## src/fcd_defs.vh

```
// Constants for the four-character display store and control block.
`ifndef FCD_DEFS_VH
`define FCD_DEFS_VH
`define FCD_LOCS 4
`define FCD_AW 2
`define FCD_DW 7
`define FCD_SEGW 16
`define FCD_BLANK_CHAR 7'h20
`define FCD_SEG_ALL 16'hffff
`define FCD_SEG_OFF 16'h0000
`define FCD_CLK_MHZ 100
`define FCD_REFRESH_NS 20000
`define FCD_REFRESH_CYC ((`FCD_REFRESH_NS * `FCD_CLK_MHZ) / 1000)
`define FCD_DIV_W 12
`define FCD_LAST_LOC 2'h3
`define FCD_FIRST_LOC 2'h0
`define FCD_LOC_STEP 2'h1
`define FCD_DIV_LAST (`FCD_REFRESH_CYC - 1)
`define FCD_CURSOR_BIT 0
`define FCD_PIN_W 16
`define FCD_PIN_IDLE 16'hffff
`define FCD_PIN_SEL1 15
`define FCD_PIN_SEL2 14
`define FCD_PIN_STROBE 13
`define FCD_PIN_TGT 12
`define FCD_PIN_LOC_HI 11
`define FCD_PIN_LOC_LO 10
`define FCD_PIN_DAT_HI 9
`define FCD_PIN_DAT_LO 3
`define FCD_PIN_WIPE 2
`define FCD_PIN_CVIEW 1
`define FCD_PIN_DARK 0
`endif

```

## src/fcd_store_ctrl.v

```verilog
// Character store, cursor store, clear sweep and display drive of a four-character display.
`timescale 1ns/10ps
`include "fcd_defs.vh"
module fcd_store_ctrl (
	// Clock and reset
	input wire clk_sys,
	input wire rst_n,
	// Host write port, asynchronous pins
	input wire select_low_first_n,
	input wire select_low_second_n,
	input wire write_strobe_n,
	input wire mem_target_sel,
	input wire loc_bit_low,
	input wire loc_bit_high,
	input wire [`FCD_DW-1:0] data_in,
	// Display control pins
	input wire wipe_chars_n,
	input wire cursor_view_sel,
	input wire dark_n,
	// Display drive, rightmost position is digit 0
	output reg [`FCD_AW-1:0] digit_sel_r,
	output reg [`FCD_DW-1:0] digit_code_r,
	output reg digit_all_on_r,
	output reg digit_enable_r,
	output reg clear_busy_r
);

	// ********************
	// Reset and synchronisers
	// ********************
	// Reset asserts at once and releases two clocks after rst_n rises, away from any edge race.
	reg rst_s1_r;
	reg rst_s2_r;
	always @(posedge clk_sys or negedge rst_n) begin
		if (!rst_n) begin
			rst_s1_r <= 1'h0;
			rst_s2_r <= 1'h0;
		end else begin
			rst_s1_r <= 1'h1;
			rst_s2_r <= rst_s1_r;
		end
	end

	// Pins are sampled twice; strobe and all qualifiers travel together so they stay aligned.
	wire [`FCD_PIN_W-1:0] pins_raw = {select_low_first_n, select_low_second_n, write_strobe_n, mem_target_sel,
		loc_bit_high, loc_bit_low, data_in, wipe_chars_n, cursor_view_sel, dark_n};
	reg [`FCD_PIN_W-1:0] pins_s1_r;
	reg [`FCD_PIN_W-1:0] pins_s2_r;
	reg [`FCD_PIN_W-1:0] pins_d_r;
	always @(posedge clk_sys or negedge rst_s2_r) begin
		if (!rst_s2_r) begin
			pins_s1_r <= `FCD_PIN_IDLE;
			pins_s2_r <= `FCD_PIN_IDLE;
			pins_d_r <= `FCD_PIN_IDLE;
		end else begin
			pins_s1_r <= pins_raw;
			pins_s2_r <= pins_s1_r;
			pins_d_r <= pins_s2_r;
		end
	end

	// ********************
	// Pin decode
	// ********************
	wire wr_n = pins_s2_r[`FCD_PIN_STROBE];
	wire wr_n_d = pins_d_r[`FCD_PIN_STROBE];
	// Qualifiers taken one sample before the rise, still inside the strobe.
	// Data must therefore settle about one clock before the strobe rises, the price of sampling pins.
	wire ce1_n_d = pins_d_r[`FCD_PIN_SEL1];
	wire ce2_n_d = pins_d_r[`FCD_PIN_SEL2];
	wire tgt_d = pins_d_r[`FCD_PIN_TGT];
	wire [`FCD_AW-1:0] loc_d = pins_d_r[`FCD_PIN_LOC_HI:`FCD_PIN_LOC_LO];
	wire [`FCD_DW-1:0] dat_d = pins_d_r[`FCD_PIN_DAT_HI:`FCD_PIN_DAT_LO];
	wire wipe_n = pins_s2_r[`FCD_PIN_WIPE];
	wire cview = pins_s2_r[`FCD_PIN_CVIEW];
	wire lit = pins_s2_r[`FCD_PIN_DARK];

	// ********************
	// Helpers
	// ********************
	// Next location in scan and sweep order.
	// It wraps from the leftmost position back to the rightmost one.
	function [`FCD_AW-1:0] fcd_loc_next;
		input [`FCD_AW-1:0] loc;
		begin
			fcd_loc_next = loc + `FCD_LOC_STEP;
		end
	endfunction

	// ********************
	// Storage and refresh timing
	// ********************
	// Both memories are plain flip-flops indexed by location.
	reg [`FCD_DW-1:0] char_mem_r [0:`FCD_LOCS-1];
	reg [`FCD_LOCS-1:0] cursor_mem_r;
	reg [`FCD_AW-1:0] sweep_loc_r;
	reg [`FCD_DIV_W-1:0] div_r;
	// Loop index for the reset of the character array only.
	integer i;
	wire tick = (div_r == `FCD_DIV_LAST);
	wire clear_go = ~wipe_n & lit;
	wire sweep_wr = clear_busy_r & tick & lit;

	// ********************
	// Write port
	// ********************
	// A write is taken on the strobe's rising edge from values held while it was low.
	wire wr_rise = wr_n & ~wr_n_d;
	wire wr_take = wr_rise & ~ce1_n_d & ~ce2_n_d;
	wire wr_char = wr_take & tgt_d;
	wire wr_cursor = wr_take & ~tgt_d;

	// The sweep and a host write may land together; only a write to the swept location overrides the blank.
	always @(posedge clk_sys or negedge rst_s2_r) begin
		if (!rst_s2_r) begin
			for (i = 0; i < `FCD_LOCS; i = i + 1) begin
				char_mem_r[i] <= `FCD_BLANK_CHAR;
			end
		end else begin
			if (sweep_wr) begin
				char_mem_r[sweep_loc_r] <= `FCD_BLANK_CHAR;
			end
			if (wr_char) begin
				char_mem_r[loc_d] <= dat_d;
			end
		end
	end

	// Cursor memory has its own process, so the clear sweep can never reach it.
	always @(posedge clk_sys or negedge rst_s2_r) begin
		if (!rst_s2_r) begin
			cursor_mem_r <= {`FCD_LOCS{1'h0}};
		end else if (wr_cursor) begin
			cursor_mem_r[loc_d] <= dat_d[`FCD_CURSOR_BIT];
		end
	end

	// ********************
	// Refresh divider and scan
	// ********************
	// Refresh counter is frozen while dark; memories are not touched.
	always @(posedge clk_sys or negedge rst_s2_r) begin
		if (!rst_s2_r) begin
			div_r <= {`FCD_DIV_W{1'h0}};
			digit_sel_r <= `FCD_FIRST_LOC;
		end else if (lit) begin
			if (tick) begin
				div_r <= {`FCD_DIV_W{1'h0}};
				digit_sel_r <= fcd_loc_next(digit_sel_r);
			end else begin
				div_r <= div_r + 1'h1;
			end
		end
	end

	// ********************
	// Clear sweep
	// ********************
	// One location is blanked per refresh tick; a request still held at the end starts a new pass.
	always @(posedge clk_sys or negedge rst_s2_r) begin
		if (!rst_s2_r) begin
			sweep_loc_r <= `FCD_FIRST_LOC;
			clear_busy_r <= 1'h0;
		end else if (lit && tick) begin
			if (clear_busy_r) begin
				sweep_loc_r <= fcd_loc_next(sweep_loc_r);
				if (sweep_loc_r == `FCD_LAST_LOC) begin
					clear_busy_r <= clear_go;
				end
			end else if (clear_go) begin
				clear_busy_r <= 1'h1;
				sweep_loc_r <= `FCD_FIRST_LOC;
			end
		end
	end

	// ********************
	// Display drive
	// ********************
	// Code and cursor flag lag the scan position by one clock.
	always @(posedge clk_sys or negedge rst_s2_r) begin
		if (!rst_s2_r) begin
			digit_code_r <= `FCD_BLANK_CHAR;
			digit_all_on_r <= 1'h0;
		end else begin
			digit_code_r <= char_mem_r[digit_sel_r];
			digit_all_on_r <= cview & cursor_mem_r[digit_sel_r];
		end
	end

	// Segment drive follows the synchronised dark pin, so going dark costs a few clocks.
	always @(posedge clk_sys or negedge rst_s2_r) begin
		if (!rst_s2_r) begin
			digit_enable_r <= 1'h0;
		end else begin
			digit_enable_r <= lit;
		end
	end
endmodule // fcd_store_ctrl

```

## config.mk

```make
export PLATFORM = sky130hd
export DESIGN_NAME = fcd_store_ctrl
export DESIGN_NICKNAME = d
export VERILOG_FILES = /design/src/fcd_store_ctrl.v
export VERILOG_INCLUDE_DIRS = /design/src
export SDC_FILE = /design/constraint.sdc
export NUM_CORES = 1
export LEC_CHECK = 0
export CORE_MARGIN = 10
export CORE_UTILIZATION = 55
export DETAILED_ROUTE_END_ITERATION = 8
export DONT_BUFFER_PORTS = 1
export GPL_TIMING_DRIVEN = 0
export PLACE_DENSITY = 0.68
export SYNTH_ARGS = -nofsm -noshare
export SYNTH_HDL_FRONTEND = slang
export SYNTH_SLANG_ARGS = --single-unit
```

## constraint.sdc

```tcl
create_clock -name clk_sys -period 8.65 [get_ports clk_sys]
set_clock_uncertainty 0.15 [all_clocks]
set_input_delay 0.865 -clock clk_sys [delete_from_list [all_inputs] [get_ports clk_sys]]
set_output_delay 0.865 -clock clk_sys [all_outputs]
set_load 0.05 [all_outputs]
```

==> metrics.md <==
| Metric | Value |
|---|---|
| Status | completed |
| CTS tree | yes |
| Main area contributors after synthesis | dfrtp_1, dfstp_2, nand2_1, mux4_2, o21ai_0 |
| WP buf/inv | 0 |
| First-pass GRT wire length | about 11000 µm |
| CP peak stage delay | 970 ps |
| Pre-antenna DRT Iters | 4 |
| Clk pin slew, worst setup/hold paths | approximately 110 ps |
| Top-count cell post-synth | nand2_1 |
| Grt ovf | 0 |
| Worst hold slack | between 100 and 150 ps |
| Max Clk Rate | between 300 and 400 MHz |
| CP Data Required Time | 8700 ps |
| Syn nets | between 300 and 400 |
| Worst-Margin Slew | between 1000 and 1500 ps |
| Detail Placement HPWL | around 4500 µm |
| Pre-CTS setup slack | ~6000 ps |
| Gr usage total | 0.126 |
| Worst r2r path cells | 5 |
| Tot Pwr | roughly 0.98 mW |
| Post-synth EDFFs | 0 |
| Drt first-iter violations | about 150 |
| Placer congestion estimate | about 0.79 |
| Max rail drop VDD | 0.139 mV |
| Post-synth ARST share | 1.00 |
| Hold Crit Class | flip-flop to asynchronous set/reset pin |
| Pwr per Cell Area | roughly 220 nW/µm² |
| DP Cell Count | 411 |
| Vias per inst | 5.38 |
| H-tree depth | 3 |
| Drt wl/cell | roughly 15 µm |
| Setup TNS | 0 ps |
| Total CTS buffers | 9 |
| Slowest library cell on the worst path | nor4_1 |
| Via count of the first global-routing pass | 2346 |
| Max clock buf depth | 2 |
| Avg Cell Area, Syn | between 10 and 15 µm² |
| Ports | 30 |
| Postcts setup bufs | 0 |
| Drt drc | 0 |
| Kind of critical path | flip-flop to flip-flop |
| Synthesized cell area | ~4000 µm² |
| Post-route ant nets | 0 |
| Clk root buf | clkbuf_8 |
| Die ar. | 11100 µm² |
| Fraction of layout cells with a size suffix above 1 | 0.292 |
| Area leader, netlist | dfrtp_1 |
| Drt total wl | around 6600 µm |
| Non-Filler Instances | between 400 and 500 |
| Library cells used by synthesis | between 40 and 50 |
| Yosys reg bits | ~110 |
| Delay-heaviest family, CP | simple AND/OR/NAND/NOR gates |
| Post-DP Area | between 4000 and 5000 µm² |
| Largest net degree at the start of global routing | 75 |
| Relative slew slack | 0.249 |
| CTS Sinks | 105 |
| Final setup viols | 0 |
| Initial Util | 0.558 |
| Final period util | 0.314 |
| Layout area overhead | 9.24% |
| Top FF cell, synth | dfrtp_1 |
| Die Wd | 105 µm |
| Crit path DAT | 2770 ps |
| Number of antenna violations at the first check in global routing | 0 |
| Ys Warns | 0 |
| Cell count along the critical path | 5 |
| Critical path endpoint category | flip-flop |
| Final Max Slew Viols | 0 |
| # port buffers | 0 |
| Setup ws final | 5930 ps |
| Top-area cell type share of the netlist area | 0.344 |
| CP cell instances | ha_1, nor4b_1, nand2b_1, nor4_1, o21ai_0 |
| Rows | 31 |
| Post-route cell area | ~4400 µm² |
| Core ar. | slightly above 7000 µm² |
| P_leak | approximately 1.9 nW |
| Crit Path Max Fanout | 6 |
| Max Cap Violations | 0 |
| Nets | 347 |
| Final Util | 0.610 |
| Seq/Total Area, Yosys | 0.671 |
| Via count | about 2.3k |
| Worst-Skew Late Latency | approximately 370 ps |
| Post-synthesis cell count | about 310 |
| Worst Setup Start Kind | flip-flop |
| Die height | between 100 and 150 µm |
| Final Hold Vio Count | 0 |
| RSZ-0062 raised after global routing | no |
| Flop2flop setup slack | around 6000 ps |
| Ant diodes | 0 |
| Tmin final | roughly 2700 ps |
| Post-CTS resize count | 0 |
| Post-synth top cells | nand2_1, dfrtp_1, dfstp_2 |
## registers in the layout, indices dropped and copies added, names as in the netlist
signal / count
cursor_mem_r: 4
sweep_loc_r: 2
digit_code_r: 7
digit_enable_r: 1
rst_s2_r: 1
char_mem_r: 28
pins_d_r: 13
rst_s1_r: 1
clear_busy_r: 1
div_r: 12
pins_s2_r: 16
pins_s1_r: 16
digit_sel_r: 2
digit_all_on_r: 1
## final timing paths
kind                                         from                        end
max                          div_r[0]$_DFFE_PN0P_    char_mem_r[9]$_DFF_PN0_
min reg2reg                    rst_s2_r$_DFF_PN0_       div_r[4]$_DFFE_PN0P_
min                            rst_s2_r$_DFF_PN0_       div_r[4]$_DFFE_PN0P_
max in group asynchronous      rst_s2_r$_DFF_PN0_  digit_code_r[5]$_DFF_PN1_
max reg2reg                  div_r[0]$_DFFE_PN0P_    char_mem_r[9]$_DFF_PN0_
min in group clk_sys       pins_s2_r[6]$_DFF_PN1_      pins_d_r[6]$_DFF_PN1_
## power breakdown
part	internal, mW	switching (mW)
Clock	0.123	0.178
Sequential	0.550	0.0528
Combinational	0.0357	0.0399
## cell usage in the layout, fill, tap and decap left out, types with 2 or more instances in the layout
cell type   n
a21oi_1     3
nand3_1    14
nand4b_1    2
buf_2       2
inv_8       3
and3_1      2
mux2_2      5
mux4_2      8
xnor2_1     5
nor2_1     14
ha_1        5
clkbuf_1    8
o21ai_1     2
dfstp_2    50
nor3_1      3
dfrtp_1    54
clkbuf_8   10
nor3b_1     2
buf_6       2
nand2b_1    2
nor4_1      5
inv_1       7
nand4_1     4
xor2_1      3
a31oi_1     3
o21ai_0    20
and4b_1     2
nand2_1    61
## layout make-up
class | instances | area [µm²]
Sequential cell | 105 | 2690
Tap cell | 99 | 124
Timing Repair Buffer | 2 | 37.5
Inverter | 7 | 26.3
Multi-Input combinational cell | 187 | 1230
Clock buffer | 10 | 138
Clock inverter | 6 | 67.6
Buffer | 12 | 62.6
Fill cell | 560 | 2800
## routing by layer
metal	GRT usage	vias up	routed length, µm
met2	0.190	50	3070
met1	0.163	1151	3080
li1	-	1092	-
met3	0.0457	8	400
met4	0.0461	0	76
met5	0	-	0
## repair_timing
action,CTS,global route
hold buffers,0,1
endpoints found under the setup margin,0,0
hold endpoints to repair,0,2
## kinds of logic (layout without fill, tap and decap cells)
kind of cell,after synthesis,in the layout,synth area share
AO/OA/AOI/OAI,36,36,0.0522
AND/OR/NAND/NOR,122,122,0.155
multiplexers,14,14,0.0615
buffers and inverters,19,37,0.0222
flip-flops,105,105,0.671
adder cells (fa/ha/maj),5,5,0.0156
XOR/XNOR,9,9,0.0216
other,1,1,0.000936
Power figures use the tool's default switching activity.
